### config.mk
export PLATFORM = sky130hd
export DESIGN_NAME = fsl_fan_core
export DESIGN_NICKNAME = d
export VERILOG_FILES = /design/src/fsl_pkg.sv /design/src/fsl_tick_div.sv /design/src/fsl_tach_count.sv /design/src/fsl_fan_core.sv
export SDC_FILE = /design/constraint.sdc
export NUM_CORES = 1
export LEC_CHECK = 0
export ABC_AREA = 1
export BUFFER_PORTS_ARGS = -buffer_cell sky130_fd_sc_hd__buf_2
export CAP_MARGIN = 30
export CORE_MARGIN = 2
export CORE_UTILIZATION = 60
export DETAILED_ROUTE_END_ITERATION = 10
export PLACE_DENSITY = 0.8
export REMOVE_ABC_BUFFERS = 1
export SYNTH_ARGS = -nofsm -noshare
export SYNTH_HDL_FRONTEND = slang
export SYNTH_SLANG_ARGS = --single-unit
export TNS_END_PERCENT = 30
### constraint.sdc
create_clock -name i_sys_clk -period 5.6 [get_ports i_sys_clk]
set_input_delay 0.56 -clock i_sys_clk [delete_from_list [all_inputs] [get_ports i_sys_clk]]
set_output_delay 0.56 -clock i_sys_clk [all_outputs]
set_load 0.05 [all_outputs]
### src/fsl_pkg.sv
// Purpose: shared constants and field layouts of the fan-speed loop block
// Assumes: 125 MHz system clock, 254 kHz nominal loop oscillator
// Notes:   register reset values are used by the core only; the bench also uses the selects
package fsl_pkg;

  localparam int unsigned CLK_FREQ_HZ = 125_000_000;
  localparam int unsigned OSC_FREQ_HZ = 254_000;
  // internal oscillator tick, rounded down to whole system cycles
  localparam int unsigned OSC_DIV_CYC = CLK_FREQ_HZ / OSC_FREQ_HZ;
  localparam int unsigned OSC_DIV_W   = 9;
  localparam int unsigned BASE_DIV    = 128;
  localparam int unsigned BASE_DIV_W  = 7;
  // base ticks per count-time step
  localparam int unsigned CT_UNIT_TICKS = 64;
  localparam int unsigned CT_W          = 16;

  localparam int unsigned NUM_PINS   = 5;
  localparam int unsigned NUM_ALARMS = 5;

  localparam logic [2:0] SEL_CFG    = 3'h0;
  localparam logic [2:0] SEL_PINDEF = 3'h1;
  localparam logic [2:0] SEL_SPEED  = 3'h2;
  localparam logic [2:0] SEL_DRIVE  = 3'h3;
  localparam logic [2:0] SEL_CTIME  = 3'h4;
  localparam logic [2:0] SEL_AEN    = 3'h5;

  localparam logic [7:0] CFG_RST    = 8'h00;
  localparam logic [7:0] PINDEF_RST = 8'hFF;
  localparam logic [7:0] SPEED_RST  = 8'hFF;
  localparam logic [7:0] DRIVE_RST  = 8'h00;
  localparam logic [7:0] CTIME_RST  = 8'h03;
  localparam logic [7:0] AEN_RST    = 8'h00;

  localparam logic [1:0] MODE_FULL_ON = 2'h0;
  localparam logic [1:0] MODE_OFF     = 2'h1;
  localparam logic [1:0] MODE_CLOSED  = 2'h2;
  localparam logic [1:0] MODE_OPEN    = 2'h3;

  localparam logic [1:0] PD_SPECIAL = 2'h1;
  localparam logic [1:0] PD_LOW     = 2'h2;
  localparam logic [1:0] PD_HIGH    = 2'h3;

  localparam logic [7:0] DRV_FULL = 8'h00;
  localparam logic [7:0] DRV_NONE = 8'hFF;
  localparam logic [2:0] PRESC_MAX_CODE = 3'h4;

  localparam int unsigned AL_MIN = 0;
  localparam int unsigned AL_MAX = 1;
  localparam int unsigned AL_OVF = 2;
  localparam int unsigned AL_P1  = 3;
  localparam int unsigned AL_P2  = 4;

  typedef struct packed {
    logic [1:0] spare;
    logic [1:0] mode;
    logic       fan_12v;
    logic [2:0] presc;
  } fsl_cfg_t;

  typedef struct packed {
    logic       p4;
    logic       p3;
    logic [1:0] p2;
    logic [1:0] p1;
    logic [1:0] p0;
  } fsl_pindef_t;

endpackage : fsl_pkg

### src/fsl_tick_div.sv
// Purpose: divides a tick stream by a programmable count plus one
// Assumes: i_tick is a one-cycle pulse
// Notes:   a new divisor takes effect at once; one below the count wraps at the next tick
`timescale 1ns/1ns
module fsl_tick_div #(
  parameter int unsigned W = 8
) (
  // clock and reset
  input  wire logic         i_sys_clk,
  input  wire logic         i_resetn,
  // tick stream
  input  wire logic         i_tick,
  input  wire logic [W-1:0] i_div_m1,
  output logic              o_tick
);

  logic [W-1:0] cnt_reg;

  always_ff @(posedge i_sys_clk or negedge i_resetn) begin
    if (!i_resetn) begin
      cnt_reg <= '0;
      o_tick  <= 1'b0;
    end else begin
      o_tick <= 1'b0;
      if (i_tick) begin
        if (cnt_reg >= i_div_m1) begin
          cnt_reg <= '0;
          o_tick  <= 1'b1;
        end else begin
          cnt_reg <= cnt_reg + 1'b1;
        end
      end
    end
  end

endmodule : fsl_tick_div

### src/fsl_tach_count.sv
// Purpose: saturating tachometer pulse counter over a counting interval
// Assumes: i_pulse and i_end are one-cycle pulses
// Notes:   a pulse in the closing cycle starts the next interval
`timescale 1ns/1ns
module fsl_tach_count (
  // clock and reset
  input  wire logic       i_sys_clk,
  input  wire logic       i_resetn,
  // events
  input  wire logic       i_pulse,
  input  wire logic       i_end,
  // results
  output logic [7:0]      o_count,
  output logic            o_ovf
);

  logic [7:0] cnt_reg;

  always_ff @(posedge i_sys_clk or negedge i_resetn) begin
    if (!i_resetn) begin
      cnt_reg <= 8'h00;
      o_count <= 8'h00;
      o_ovf   <= 1'b0;
    end else begin
      o_ovf <= i_pulse && (cnt_reg == 8'hFE);
      if (i_end) begin
        o_count <= cnt_reg;
        cnt_reg <= i_pulse ? 8'h01 : 8'h00;
      end else if (i_pulse && cnt_reg != 8'hFF) begin
        cnt_reg <= cnt_reg + 8'h01;
      end
    end
  end
endmodule : fsl_tach_count

### src/fsl_fan_core.sv
// Purpose: fan-speed loop, tach monitor and general pin logic
// Assumes: host writes registers through a select/data strobe port
// Notes:   drive code low means high fan voltage
//
// Overview of operation
// - Loop clock divided by 128 gives the base tick.
// - Base tick divided by setpoint plus one gives the reference.
// - Closed loop raises drive voltage when prescaled tach rate is low.
// - Tach prescale divisor is one of 1, 2, 4, 8, 16.
// - Loop clock is the internal oscillator or an external clock.
// - Mode field value 10 at config bits 5:4 means closed loop.
// - Prescale code lives in config bits 2:0.
// - Speed setpoint is eight bits wide.
// - Eight-bit tach pulse count over a programmed interval is readable.
// - Tach count saturates at 255 instead of wrapping.
// - Count-time register sets the counting interval length.
// - Prescale never touches the reported tach count.
// - Tach overflow can raise an alarm when enabled.
// - Pins three and four: 0 drives low, 1 releases high.
// - Pins zero to two: 10 drives low, 11 releases high.
// - All pins come up released high.
// - Pin status shows the real level of every pin.
// - Pin zero code 01 makes it the active-low alert output.
// - Alert goes low when any enabled alarm is true.
// - Pin one code 01 makes it the full-on request input.
// - Full-on input held low forces maximum drive over any mode.
// - Modes: 00 full on, 01 off, 11 open loop.
// - Open loop drive follows the host drive register.
// - Alert holds until status read with cause gone, or disabled.
`timescale 1ns/1ns
module fsl_fan_core (
  // clock and reset
  input  wire logic                         i_sys_clk,
  input  wire logic                         i_resetn,
  // host register port
  input  wire logic                         i_reg_wr,
  input  wire logic [2:0]                   i_reg_sel,
  input  wire logic [7:0]                   i_reg_wdata,
  input  wire logic                         i_alarm_rd,
  // loop clock source
  input  wire logic                         i_loop_clk_sel,
  input  wire logic                         i_ext_loop_clk,
  // fan
  input  wire logic                         i_speed_sense,
  output logic [7:0]                        o_drive_code,
  // general pins, open drain
  input  wire logic [fsl_pkg::NUM_PINS-1:0] i_gp_in,
  output logic [fsl_pkg::NUM_PINS-1:0]      o_gp_out,
  output logic [fsl_pkg::NUM_PINS-1:0]      o_gp_oe,
  // readable state
  output logic [7:0]                        o_tach_count,
  output logic [fsl_pkg::NUM_PINS-1:0]      o_pin_status,
  output logic [fsl_pkg::NUM_ALARMS-1:0]    o_alarm_status
);

  fsl_pkg::fsl_cfg_t    cfg_reg;
  fsl_pkg::fsl_pindef_t pindef_reg;
  logic [7:0]           speed_reg;
  logic [7:0]           drive_reg;
  logic [7:0]           ctime_reg;
  logic [7:0]           aen_reg;

  // host writes
  always_ff @(posedge i_sys_clk or negedge i_resetn) begin
    if (!i_resetn) begin
      cfg_reg    <= fsl_pkg::CFG_RST;
      pindef_reg <= fsl_pkg::PINDEF_RST;
      speed_reg  <= fsl_pkg::SPEED_RST;
      drive_reg  <= fsl_pkg::DRIVE_RST;
      ctime_reg  <= fsl_pkg::CTIME_RST;
      aen_reg    <= fsl_pkg::AEN_RST;
    end else if (i_reg_wr) begin
      unique case (i_reg_sel)
        fsl_pkg::SEL_CFG:    cfg_reg    <= i_reg_wdata;
        fsl_pkg::SEL_PINDEF: pindef_reg <= i_reg_wdata;
        fsl_pkg::SEL_SPEED:  speed_reg  <= i_reg_wdata;
        fsl_pkg::SEL_DRIVE:  drive_reg  <= i_reg_wdata;
        fsl_pkg::SEL_CTIME:  ctime_reg  <= i_reg_wdata;
        fsl_pkg::SEL_AEN:    aen_reg    <= i_reg_wdata;
        default: begin
        end
      endcase
    end
  end

  // loop clock: external input is taken as synchronous and edge detected
  logic ext_prev_reg;
  logic osc_tick;
  logic loop_tick;
  logic base_tick;
  logic ref_tick;

  always_ff @(posedge i_sys_clk or negedge i_resetn) begin
    if (!i_resetn) begin
      ext_prev_reg <= 1'b0;
    end else begin
      ext_prev_reg <= i_ext_loop_clk;
    end
  end

  fsl_tick_div #(
    .W (fsl_pkg::OSC_DIV_W)
  ) u_osc_div (
    .i_sys_clk (i_sys_clk),
    .i_resetn  (i_resetn),
    .i_tick    (1'b1),
    .i_div_m1  (fsl_pkg::OSC_DIV_W'(fsl_pkg::OSC_DIV_CYC - 1)),
    .o_tick    (osc_tick)
  );

  // speed scales with whichever source is chosen
  assign loop_tick = i_loop_clk_sel ? (i_ext_loop_clk && !ext_prev_reg)
                                    : osc_tick;

  fsl_tick_div #(
    .W (fsl_pkg::BASE_DIV_W)
  ) u_base_div (
    .i_sys_clk (i_sys_clk),
    .i_resetn  (i_resetn),
    .i_tick    (loop_tick),
    .i_div_m1  (fsl_pkg::BASE_DIV_W'(fsl_pkg::BASE_DIV - 1)),
    .o_tick    (base_tick)
  );

  fsl_tick_div #(
    .W (8)
  ) u_ref_div (
    .i_sys_clk (i_sys_clk),
    .i_resetn  (i_resetn),
    .i_tick    (base_tick),
    .i_div_m1  (speed_reg),
    .o_tick    (ref_tick)
  );

  // tach edge detect
  logic sense_prev_reg;
  logic tach_pulse;

  always_ff @(posedge i_sys_clk or negedge i_resetn) begin
    if (!i_resetn) begin
      sense_prev_reg <= 1'b0;
    end else begin
      sense_prev_reg <= i_speed_sense;
    end
  end

  assign tach_pulse = i_speed_sense && !sense_prev_reg;

  // tach prescaler; codes above four fall back to divide by sixteen
  logic [3:0] presc_mask;
  logic [3:0] presc_cnt_reg;
  logic       scaled_pulse;

  always_comb begin
    if (cfg_reg.presc > fsl_pkg::PRESC_MAX_CODE) begin
      presc_mask = 4'hF;
    end else begin
      presc_mask = 4'((5'h01 << cfg_reg.presc) - 5'h01);
    end
  end

  assign scaled_pulse = tach_pulse && (presc_cnt_reg >= presc_mask);

  always_ff @(posedge i_sys_clk or negedge i_resetn) begin
    if (!i_resetn) begin
      presc_cnt_reg <= 4'h0;
    end else if (tach_pulse) begin
      presc_cnt_reg <= scaled_pulse ? 4'h0 : presc_cnt_reg + 4'h1;
    end
  end

  // prescaled pulses seen in the current reference period, saturating at two
  logic [1:0] fb_cnt_reg;

  always_ff @(posedge i_sys_clk or negedge i_resetn) begin
    if (!i_resetn) begin
      fb_cnt_reg <= 2'h0;
    end else if (ref_tick) begin
      fb_cnt_reg <= scaled_pulse ? 2'h1 : 2'h0;
    end else if (scaled_pulse && fb_cnt_reg != 2'h2) begin
      fb_cnt_reg <= fb_cnt_reg + 2'h1;
    end
  end

  // loop code: one step per period keeps the loop slow enough to settle
  logic [7:0] loop_code_reg;
  logic       closed_mode;

  assign closed_mode = cfg_reg.mode == fsl_pkg::MODE_CLOSED;

  always_ff @(posedge i_sys_clk or negedge i_resetn) begin
    if (!i_resetn) begin
      loop_code_reg <= fsl_pkg::DRV_FULL;
    end else if (closed_mode && ref_tick) begin
      if (fb_cnt_reg == 2'h0 && loop_code_reg != fsl_pkg::DRV_FULL) begin
        loop_code_reg <= loop_code_reg - 8'h01;
      end else if (fb_cnt_reg == 2'h2 && loop_code_reg != fsl_pkg::DRV_NONE) begin
        loop_code_reg <= loop_code_reg + 8'h01;
      end
    end
  end

  // drive selection; hardware full-on wins over everything
  logic       full_on_req;
  logic [7:0] drive_next;

  assign full_on_req = pindef_reg.p1 == fsl_pkg::PD_SPECIAL
                       && !i_gp_in[1];

  always_comb begin
    drive_next = fsl_pkg::DRV_FULL;
    if (full_on_req) begin
      drive_next = fsl_pkg::DRV_FULL;
    end else begin
      unique case (cfg_reg.mode)
        fsl_pkg::MODE_FULL_ON: drive_next = fsl_pkg::DRV_FULL;
        fsl_pkg::MODE_OFF:     drive_next = fsl_pkg::DRV_NONE;
        fsl_pkg::MODE_CLOSED:  drive_next = loop_code_reg;
        fsl_pkg::MODE_OPEN:    drive_next = drive_reg;
      endcase
    end
  end

  always_ff @(posedge i_sys_clk or negedge i_resetn) begin
    if (!i_resetn) begin
      o_drive_code <= fsl_pkg::DRV_FULL;
    end else begin
      o_drive_code <= drive_next;
    end
  end

  // counting interval in base ticks
  logic [fsl_pkg::CT_W-1:0] ct_cnt_reg;
  logic [fsl_pkg::CT_W-1:0] ct_limit;
  logic                     ct_end;
  logic                     tach_ovf;

  assign ct_limit = fsl_pkg::CT_W'((32'(ctime_reg) + 32'd1)
                    * fsl_pkg::CT_UNIT_TICKS - 32'd1);
  assign ct_end   = base_tick && (ct_cnt_reg >= ct_limit);

  always_ff @(posedge i_sys_clk or negedge i_resetn) begin
    if (!i_resetn) begin
      ct_cnt_reg <= '0;
    end else if (ct_end) begin
      ct_cnt_reg <= '0;
    end else if (base_tick) begin
      ct_cnt_reg <= ct_cnt_reg + 1'b1;
    end
  end

  // raw pulses, never the prescaled ones
  fsl_tach_count u_tach (
    .i_sys_clk (i_sys_clk),
    .i_resetn  (i_resetn),
    .i_pulse   (tach_pulse),
    .i_end     (ct_end),
    .o_count   (o_tach_count),
    .o_ovf     (tach_ovf)
  );

  // alarms: sticky, a true cause beats the read clear
  logic [fsl_pkg::NUM_ALARMS-1:0] cause;
  logic                           alert_reg;

  always_comb begin
    cause                 = '0;
    cause[fsl_pkg::AL_MIN] = closed_mode && loop_code_reg == fsl_pkg::DRV_FULL;
    cause[fsl_pkg::AL_MAX] = closed_mode && loop_code_reg == fsl_pkg::DRV_NONE;
    cause[fsl_pkg::AL_OVF] = tach_ovf;
    cause[fsl_pkg::AL_P1]  = !i_gp_in[1];
    cause[fsl_pkg::AL_P2]  = !i_gp_in[2];
  end

  always_ff @(posedge i_sys_clk or negedge i_resetn) begin
    if (!i_resetn) begin
      o_alarm_status <= '0;
    end else begin
      o_alarm_status <= (o_alarm_status & ~{fsl_pkg::NUM_ALARMS{i_alarm_rd}})
                        | (cause & aen_reg[fsl_pkg::NUM_ALARMS-1:0]);
    end
  end

  // disabling an alarm drops the alert at once
  always_ff @(posedge i_sys_clk or negedge i_resetn) begin
    if (!i_resetn) begin
      alert_reg <= 1'b0;
    end else begin
      alert_reg <= |(o_alarm_status & aen_reg[fsl_pkg::NUM_ALARMS-1:0]);
    end
  end

  // pin drivers; enable high pulls the pin low, data stays low
  logic [fsl_pkg::NUM_PINS-1:0] oe_next;
  logic [1:0]                   pd2 [0:2];

  assign pd2[0] = pindef_reg.p0;
  assign pd2[1] = pindef_reg.p1;
  assign pd2[2] = pindef_reg.p2;

  generate
    for (genvar g = 0; g < 3; g++) begin : g_pd2
      if (g == 0) begin : g_alert
        assign oe_next[g] = (pd2[g] == fsl_pkg::PD_LOW)
                            || (pd2[g] == fsl_pkg::PD_SPECIAL && alert_reg);
      end else begin : g_plain
        assign oe_next[g] = pd2[g] == fsl_pkg::PD_LOW;
      end
    end
  endgenerate

  assign oe_next[3] = !pindef_reg.p3;
  assign oe_next[4] = !pindef_reg.p4;

  always_ff @(posedge i_sys_clk or negedge i_resetn) begin
    if (!i_resetn) begin
      o_gp_oe  <= '0;
      o_gp_out <= '0;
    end else begin
      o_gp_oe  <= oe_next;
      o_gp_out <= '0;
    end
  end

  // real pin level, so an outside low is visible to the host
  always_ff @(posedge i_sys_clk or negedge i_resetn) begin
    if (!i_resetn) begin
      o_pin_status <= '1;
    end else begin
      o_pin_status <= i_gp_in;
    end
  end
endmodule : fsl_fan_core

==> results of run 1 <==
-- where the power goes --
group	switching, mW	leakage, nW	internal (mW)	total (mW)
Combinational	0.408	2.34	0.191	0.599
Clock	0.440	0.281	0.692	1.13
Sequential	0.108	1.79	1.18	1.29
Total	0.956	4.41	2.07	3.02
-- per-stage QoR --
| stage | hold WS (ns) | worst slack (ns) | instances | utilization |
|---|---|---|---|---|
| floorplan | 0.264 | 2.87 | 885 | - |
| global placement | 0.418 | 2.63 | 1107 | 0.651 |
| detailed placement | 0.421 | 2.49 | 1107 | 0.651 |
| CTS | 0.184 | 2.47 | 1139 | 0.700 |
| global route | 0.213 | 2.17 | 1139 | 0.700 |
| finish | 0.159 | 2.45 | 1139 | 0.700 |
-- worst max-delay path: cells and delay by family, from the launching register on --
family / cells / cell delay, ns
DFF: 1 / 0.61
buffers and inverters: 2 / 0.36
and+or+nand+nor: 15 / 1.47
adders and majority gates: 2 / 0.59
-- area by class of cell --
type,count,area [sq um],share of cell area
clock inverters,12,134,0.0158
clock buffers,20,467,0.0550
flip-flops and latches,142,3580,0.422
repair buffers,54,279,0.0329
multi-input cells,620,3340,0.394
inverters,123,467,0.0550
well taps,168,210,0.0248
-- cells in the final DEF (no fill, tap or decap), types with 6 or more instances in the layout --
cell type,Yosys,layout
o21ai_2,11,11
nor2_2,8,8
dfstp_2,23,23
nand2_2,8,8
buf_2,1,52
nor3_1,9,9
a21oi_1,25,25
nand2_1,233,233
dfrtp_1,119,119
o22ai_1,14,14
xor2_1,21,21
nand4_1,18,18
inv_1,118,118
nor2_1,83,83
nand3_1,49,49
xnor2_1,6,6
o21ai_0,57,57
ha_1,39,39
clkbuf_16,0,17
-- worst min path at each step --
stage | endpoint | slack [ns]
4_1_cts | loop_code_reg[4] | 0.18
3_3_place_gp | o_gp_oe[3] | 0.42
6_report | loop_code_reg[4] | 0.16
5_1_grt | loop_code_reg[4] | 0.21
3_5_place_dp | o_gp_oe[3] | 0.42
2_1_floorplan | aen_reg[0] | 0.26
-- cell families (layout without fill, tap and decap cells) --
kind of cell | Yosys count | after routing
simple gates | 432 | 432
fa+ha+maj | 40 | 40
other cells | 1 | 5
compound gates | 116 | 116
xor+xnor | 27 | 27
buf+inv | 139 | 209
flops | 142 | 142
-- per-layer routing --
| metal | wire length [microns] | share of wire | GRT usage |
|---|---|---|---|
| met2 | 7280 | 0.49 | 0.410 |
| met3 | 554 | 0.037 | 0.0528 |
| met5 | 0 | 0 | 0 |
| met1 | 6830 | 0.46 | 0.333 |
| met4 | 214 | 0.014 | 0.0905 |
==> flow_metrics.py, run 1 <==
metrics = {
    "route": {
        "wl_per_cell_microns": 13.1,
        "drt_wl_total_microns": 14900,
        "vias": 5907,
        "viasPerCell": 5.19,
        "drc": 0,
        "first_pass_iters": 6,
        "ant_nets": 0,
        "first_iter_violations": 558,
    },
    "placed_design": {
        "port_buffers": 53,
        "gp_routability_congestion": 0.820,
        "hpwl_microns": 10400,
        "placed_area_sq_um": 7880,
    },
    "logic_synthesis": {
        "ys_seq_area_frac": 0.478,
        "synth.area.top_cells": "dfrtp_1 40%, nand2_1 12%, dfstp_2 8.1%, ha_1 6.5%, inv_1 5.9%",
        "netlist_area_sq_um": 7500,
        "synth-compound-area-share": 0.0879,
        "synth-seq-cells": 142,
        "synth_top_family_by_area": "simple AND/OR/NAND/NOR gates",
        "syn_inst": 897,
        "synth-xor-area-share": 0.0315,
        "synth-edff-count": 0,
        "synthFlopType": "dfrtp_1",
        "synth_cell_type_count": 42,
        "synthMuxAreaShare": 0,
        "synthAdderAreaFrac": 0.0677,
        "synth.largest_area_cell": "dfrtp_1",
        "synthArstFlopShare": 1.00,
        "yosys.cell_count.top_type": "nand2_1",
        "syn_area_per_cell_sq_um": 8.36,
        "synth_top_cell_area_share": 0.397,
        "synth-warning-count": 0,
        "synth_simple_gate_area_frac": 0.256,
        "synth_common_cells": "233 x nand2_1, 119 x dfrtp_1, 118 x inv_1",
    },
    "floorplan": {
        "dieArea_sq_um": 13400,
        "fp.dieW_microns": 116,
        "fp-row-count": 40,
        "design.core.area_sq_um": 12100,
        "initial_core_util": 0.619,
        "die_height_microns": 116,
        "ios": 59,
    },
    "setup_path": {
        "rr_startpoint": "ctime_reg[0]",
        "setup.worst_path.start": "ctime_reg[0]",
        "cp-end-kind": "flop",
        "cp_cell_sequence": "ha_1 -> nand2_1 -> inv_1 -> nor2_1 -> nor3_2 -> nand2_1 -> nor2_4 -> nand2_1 -> nand2_1 -> nand2_1 -> ha_1 -> nand2_1 -> nor2_1 -> and2_1 -> nand2_1 -> nand3_2 -> nand2_4 -> inv_4 -> nor2_1",
        "r2r_setup_slack_ns": 2.45,
        "cp-start-kind": "flop",
        "critPathKind": "flop to flop",
        "rr_endpoint": "ct_cnt_reg[11]",
        "cp_common_cell": "nand2_1",
        "arrival_ns": 3.45,
        "cp-endpoint": "ct_cnt_reg[11]",
        "crit_slowest_cell": "dfstp_2",
        "reg2reg_depth": 19,
        "critPathRequiredTime_ns": 5.90,
        "cp_slowest_stage_delay_ns": 0.61,
        "worstPathMaxFanout": 23,
    },
    "timing": {
        "finalCriticalPeriod_ns": 3.15,
        "setup_viol": 0,
        "rsz0062_at_grt": "false",
        "max_slew.worst_pin.slew_ns": 0.807,
        "timing.setup.tns_ns": 0,
        "max_freq_ghz": 0.318,
        "maxSlewViolCount": 0,
        "finalHoldViolations": 0,
        "slew_headroom": 0.462,
        "fin_skew_ns": 0.00644,
        "min_period_over_period": 0.562,
    },
    "clock_network": {
        "cts-hold-fix-buffers": 0,
        "cts.sinks": 142,
        "cts_tree": "built",
        "clkLatencyLatePin_ns": 0.42,
        "cts_buffer_depth": 2,
        "path_clk_slew_ns": 0.06,
        "clockRootBuffer": "clkbuf_16",
        "post_cts_buffers": 0,
        "cts_htree_levels": 4,
        "cts_made_buffers": 17,
        "cts_resized": 0,
    },
    "hold_path": {
        "hold_path_class": "input pin to async pin",
    },
    "flow_run": {
        "cap_violations": 0,
    },
    "global_routing": {
        "grt_use_total": 0.250,
        "grt_pass1_vias": 5673,
        "antenna_found_initial": 0,
        "grt_max_degree": 78,
        "grt_pass1_wl_microns": 26200,
        "grt.overflow.total": 0,
    },
    "final_layout": {
        "stdcell_area_sq_um": 8480,
        "syn_to_final_growth_pct": 13.1,
        "antenna_cells": 0,
        "nets": 1021,
        "nFillCells": 986,
        "drive_gt1_frac": 0.165,
        "largest_reg_flops": 16,
    },
    "power": {
        "p_total_mw": 3.02,
        "power.density_nw_per_um2": 356,
        "p_leak_nw": 4.41,
        "vdd_drop_max_uv": 269,
    },
    "outcome": {
        "status": "complete, no violations",
    },
}
Note: power is estimated with default switching activity, not from simulation.
==> inputs of run 2 (changes only) <==
==> constraint.sdc (replaced) <==
create_clock -name i_sys_clk -period 2.9 [get_ports i_sys_clk]
set_input_delay 0.29 -clock i_sys_clk [delete_from_list [all_inputs] [get_ports i_sys_clk]]
set_output_delay 0.29 -clock i_sys_clk [all_outputs]
set_load 0.05 [all_outputs]
==> run 2 against run 1 <==
Fmax is 11% higher. Non-clock buffer count is 18 higher. Via count is 3.3% higher. Clock-buffer cell count is 2 lower. Setup slack worse by 2.4 ns. First-iteration DRC count is 40% lower. Total power is 94% higher. Largest cell class unchanged.
==> flow_metrics.py, run 2 (synthesis gave the netlist of run 1 again) <==
metrics = {
    "placed_design": {
        "gp_routability_congestion": 0.837,
        "port_buffers": 53,
        "hpwl_microns": 10100,
        "dp_cells": 1111,
        "preCtsSetupSlack_ns": 0.00460,
        "placed_area_sq_um": 7930,
    },
    "flow_run": {
        "cap_violations": 0,
    },
    "final_layout": {
        "drive_gt1_frac": 0.189,
        "largest_reg_flops": 16,
        "fin_cells": 1158,
        "stdcell_area_sq_um": 8790,
        "nets": 1040,
        "post-route-util": 0.726,
        "antenna_cells": 0,
        "final_cell_mix": "224 x nand2_1, 119 x dfrtp_1, 117 x inv_1, 80 x nor2_1, 57 x o21ai_0",
        "final_common_cell": "nand2_1",
        "syn_to_final_growth_pct": 17.2,
    },
    "timing": {
        "finalWorstSetupSlack_ns": 0.0566,
        "hold_ws_ns": 0.135,
        "max_slew.worst_pin.slew_ns": 0.864,
        "finalCriticalPeriod_ns": 2.84,
        "max_freq_ghz": 0.352,
        "fin_skew_ns": 0.00989,
        "maxSlewViolCount": 0,
        "finalHoldViolations": 0,
        "rsz0062_at_grt": "true",
        "setup_viol": 0,
        "min_period_over_period": 0.980,
        "slew_headroom": 0.424,
        "timing.setup.tns_ns": 0,
    },
    "global_routing": {
        "grt.overflow.total": 0,
        "antenna_found_initial": 0,
        "grt_pass1_vias": 5790,
        "grt_pass1_wl_microns": 25800,
        "grt_max_degree": 92,
        "grt_use_total": 0.244,
    },
    "hold_path": {
        "whs_path_depth": 2,
        "hold_start": "i_alarm_rd",
        "hold_path_class": "input pin to flop",
        "hold_path_end": "o_alarm_status[3]",
    },
    "route": {
        "ant_nets": 0,
        "first_pass_iters": 5,
        "drt_wl_total_microns": 15300,
        "first_iter_violations": 334,
        "viasPerCell": 5.27,
        "vias": 6103,
        "wl_per_cell_microns": 13.2,
        "drc": 0,
    },
    "setup_path": {
        "critPathKind": "flop to flop",
        "critPathRequiredTime_ns": 3.23,
        "worstPathMaxFanout": 5,
        "cp-start-kind": "flop",
        "rr_endpoint": "u_tach.o_count[7]",
        "arrival_ns": 3.17,
        "r2r_setup_slack_ns": 0.06,
        "reg2reg_depth": 20,
        "cp-end-kind": "flop",
        "rr_startpoint": "ctime_reg[1]",
    },
    "clock_network": {
        "clockRootBuffer": "clkbuf_16",
        "cts_buffer_depth": 2,
        "clkLatencyLatePin_ns": 0.44,
        "cts_htree_levels": 4,
        "path_clk_slew_ns": 0.06,
        "cts_made_buffers": 17,
        "cts_tree": "built",
        "cts.sinks": 142,
    },
    "power": {
        "p_leak_nw": 4.54,
        "power.density_nw_per_um2": 668,
        "p_total_mw": 5.87,
        "vdd_drop_max_uv": 469,
    },
    "floorplan": {
        "fp-row-count": 40,
        "die_height_microns": 116,
        "initial_core_util": 0.619,
        "fp.dieW_microns": 116,
        "dieArea_sq_um": 13400,
        "design.core.area_sq_um": 12100,
        "ios": 59,
    },
    "outcome": {
        "status": "complete, no violations",
    },
}
-- run 2: worst max-delay path: stages, from the launching register on --
cell and delay [ns]:
dfstp_2 0.60, ha_4 0.16, nand2_2 0.05, inv_2 0.07, nor2_2 0.04, nor3_2 0.19
nand2_1 0.12, nor2_4 0.15, nand2_1 0.07, nand2_1 0.07, nand2_2 0.06, ha_4 0.28
nand2_4 0.05, nor2_4 0.11, and2_4 0.16, nand2_4 0.05, nand3_4 0.09, nand2_8 0.09
clkbuf_16 0.20, nand2_1 0.08, o21ai_2 0.05
-- run 2: where the power goes --
group | internal (mW) | switching (mW) | total [mW] | leakage [nW]
combinational | 0.407 | 0.804 | 1.21 | 2.47
clock | 1.23 | 0.938 | 2.17 | 0.283
sequential | 2.28 | 0.207 | 2.49 | 1.79
-- run 2: routing by layer --
| layer | vias up | routed length, microns | GRT usage |
|---|---|---|---|
| li1 | 3040 | - | - |
| met1 | 2907 | 6620 | 0.307 |
| met2 | 129 | 7630 | 0.416 |
| met3 | 27 | 735 | 0.0575 |
| met4 | 0 | 281 | 0.0849 |
| met5 | - | 0 | 0 |
-- run 2: worst max path at each step --
stage	from	endpoint	cells after the start
final	ctime_reg[1]	u_tach.o_count[7]	20
after global routing	ctime_reg[1]	u_tach.o_count[7]	18
after CTS	ctime_reg[1]	u_tach.o_count[3]	20
after detailed placement	ctime_reg[1]	u_tach.o_count[3]	20
after global placement	ctime_reg[1]	u_tach.o_count[5]	20
after floorplan	ctime_reg[0]	u_tach.o_count[6]	19
-- run 2: final cells by class --
cell class | count | area [sq um]
Sequential cell | 142 | 3580
Multi-Input combinational cell | 621 | 3450
Fill cell | 951 | 3320
Timing Repair Buffer | 72 | 494
Inverter | 123 | 469
Clock buffer | 18 | 439
Tap cell | 168 | 210
Clock inverter | 14 | 146
-- run 2: timing repair --
action | CTS | global route
hold buffers | 8 | 0
cloned | 0 | 3
pin swaps | 0 | 13
setup endpoints to repair | 6 | 32
resized for setup | 1 | 26
setup buffers | 0 | 4
hold endpoints to repair | 73 | 0
==> inputs of run 3 (changes only) <==
--- a/config.mk
+++ b/config.mk
@@ -11,7 +11,7 @@
 export CORE_MARGIN = 2
 export CORE_UTILIZATION = 60
 export DETAILED_ROUTE_END_ITERATION = 10
-export PLACE_DENSITY = 0.8
+export PLACE_DENSITY = 0.9
 export REMOVE_ABC_BUFFERS = 1
 export SYNTH_ARGS = -nofsm -noshare
 export SYNTH_HDL_FRONTEND = slang
==> run 3 against run 2 <==
The run now ends with negative setup slack left. First-iteration DRC count rose by 38%. Clock power is 6% higher. Utilization rose by 0.43 points. Final area up 0.60%. Sequential share of layout area shrank 0.24 points. Critical path type unchanged. Critical endpoint is now ct_cnt_reg[0].
==> flow_metrics.py, run 3 (synthesis gave the netlist of run 1 again) <==
metrics = {
    "hold_path": {
        "whs_path_depth": 2,
        "hold_path_end": "o_alarm_status[3]",
        "hold_path_class": "input pin to flop",
        "hold_start": "i_alarm_rd",
    },
    "clock_network": {
        "cts_tree": "built",
        "clkLatencyLatePin_ns": 0.42,
        "cts_made_buffers": 17,
        "path_clk_slew_ns": 0.06,
        "cts_buffer_depth": 2,
        "cts_htree_levels": 4,
        "cts.sinks": 142,
        "clockRootBuffer": "clkbuf_16",
    },
    "route": {
        "first_iter_violations": 460,
        "viasPerCell": 5.32,
        "drt_wl_total_microns": 16500,
        "vias": 6165,
        "first_pass_iters": 5,
        "ant_nets": 0,
        "drc": 0,
        "wl_per_cell_microns": 14.3,
    },
    "floorplan": {
        "fp-row-count": 40,
        "ios": 59,
        "dieArea_sq_um": 13400,
        "design.core.area_sq_um": 12100,
        "fp.dieW_microns": 116,
        "die_height_microns": 116,
        "initial_core_util": 0.619,
    },
    "final_layout": {
        "final_cell_mix": "222 x nand2_1, 119 x dfrtp_1, 117 x inv_1, 81 x nor2_1, 57 x o21ai_0",
        "post-route-util": 0.730,
        "largest_reg_flops": 16,
        "nFillCells": 808,
        "nets": 1041,
        "antenna_cells": 0,
        "drive_gt1_frac": 0.190,
        "syn_to_final_growth_pct": 17.9,
        "final_common_cell": "nand2_1",
    },
    "setup_path": {
        "cp_slowest_stage_delay_ns": 0.56,
        "reg2reg_depth": 19,
        "cp-end-kind": "flop",
        "rr_startpoint": "ctime_reg[0]",
        "cp-start-kind": "flop",
        "cp_cell_sequence": "ha_4 -> nand2_2 -> inv_2 -> nor2_2 -> nor3_2 -> nand2_1 -> nor2_4 -> buf_4 -> nand4_1 -> nand2_2 -> ha_4 -> a21oi_2 -> nor2_1 -> nor2_1 -> nand3_2 -> nand2_8 -> buf_6 -> nand3_1 -> nand2_1",
        "critPathKind": "flop to flop",
        "rr_endpoint": "ct_cnt_reg[0]",
        "r2r_setup_slack_ns": -0.02,
        "crit_slowest_cell": "dfstp_2",
        "worstPathMaxFanout": 6,
        "critPathRequiredTime_ns": 3.26,
        "arrival_ns": 3.28,
    },
    "power": {
        "power.density_nw_per_um2": 683,
        "p_total_mw": 6.04,
        "p_leak_nw": 4.54,
        "vdd_drop_max_uv": 349,
    },
    "global_routing": {
        "grt_use_total": 0.252,
        "grt_pass1_wl_microns": 26600,
        "antenna_found_initial": 0,
        "grt_pass1_vias": 5925,
        "grt.overflow.total": 0,
        "grt_max_degree": 63,
    },
    "outcome": {
        "violations": "negative setup slack",
        "status": "complete, but fails checks",
    },
    "timing": {
        "finalHoldViolations": 0,
        "maxSlewViolCount": 0,
        "fin_skew_ns": 0.0100,
        "setup_viol": 2,
        "finalCriticalPeriod_ns": 2.92,
        "max_slew.worst_pin.slew_ns": 0.758,
        "finalWorstSetupSlack_ns": -0.0195,
        "min_period_over_period": 1.01,
        "slew_headroom": 0.495,
        "timing.setup.tns_ns": -0.0384,
        "rsz0062_at_grt": "true",
        "max_freq_ghz": 0.343,
    },
    "placed_design": {
        "port_buffers": 53,
        "gp_routability_congestion": 0.858,
        "hpwl_microns": 10300,
    },
    "flow_run": {
        "cap_violations": 0,
    },
}
run 3: cell count changes in the layout (fill, tap and decap cells not counted), moves of 2 or more:
cell and change:
inv_8 -2, clkinv_4 -2, clkbuf_1 +2, bufinv_16 +2
clkbuf_8 +4, nand3_2 +2, inv_6 -5, nand2_1 -2
run 3: repair_timing:
item / 4_1_cts / 5_1_grt
hold buffers: 8 / 0
gates resized for setup: 0 / 31
hold endpoints to repair: 50 / 0
endpoints found under the setup margin: 0 / 32
buffers inserted: 0 / 5
run 3: final cells by class:
cell class                      instances  area, sq um  share of cell area
Clock buffer                           24          502              0.0567
Clock inverter                          8          128              0.0144
Inverter                              123          469              0.0531
Multi-Input combinational cell        620         3440               0.389
Sequential cell                       142         3580               0.405
Tap cell                              168          210              0.0238
Timing Repair Buffer                   74          513              0.0580
run 3: worst max path at each step:
stage | startpoint | to
floorplan | ctime_reg[0] | u_tach.o_count[6]
global placement | ctime_reg[1] | u_tach.o_count[3]
detailed placement | ctime_reg[1] | u_tach.cnt_reg[0]
CTS | ctime_reg[1] | u_tach.o_count[1]
global route | ctime_reg[0] | ct_cnt_reg[9]
finish | ctime_reg[0] | ct_cnt_reg[0]
run 3: critical path: cells and delay by family (launching register included):
| family | cells | cell delay (ns) |
|---|---|---|
| buffers and inverters | 3 | 0.33 |
| DFF | 1 | 0.56 |
| and+or+nand+nor | 13 | 1.44 |
| AOI/OAI and AO/OA | 1 | 0.14 |
| adders and majority gates | 2 | 0.37 |
run 3: report_power, final:
part	internal [mW]	total (mW)	switching, mW	leakage [nW]
clock network	1.47	2.29	0.821	0.303
registers	2.28	2.49	0.208	1.79
logic	0.410	1.25	0.845	2.45
total	4.17	6.04	1.87	4.54
run 3: stage by stage:
step                      cells  setup WS (ns)  hold slack, ns  instance area, sq um
final                      1159        -0.0195           0.179                  8840
after floorplan             885          0.165        -0.00559                  7390
after global routing       1159         -0.219           0.154                  8840
after global placement     1112          0.164           0.276                  7930
after detailed placement   1112         0.0363           0.276                  7930
after CTS                  1152        0.00152           0.136                  8640
run 3: layer usage:
metal | share of wire | GRT usage
met5 | 0 | 0
met4 | 0.026 | 0.123
met3 | 0.038 | 0.0455
met2 | 0.51 | 0.425
met1 | 0.42 | 0.315
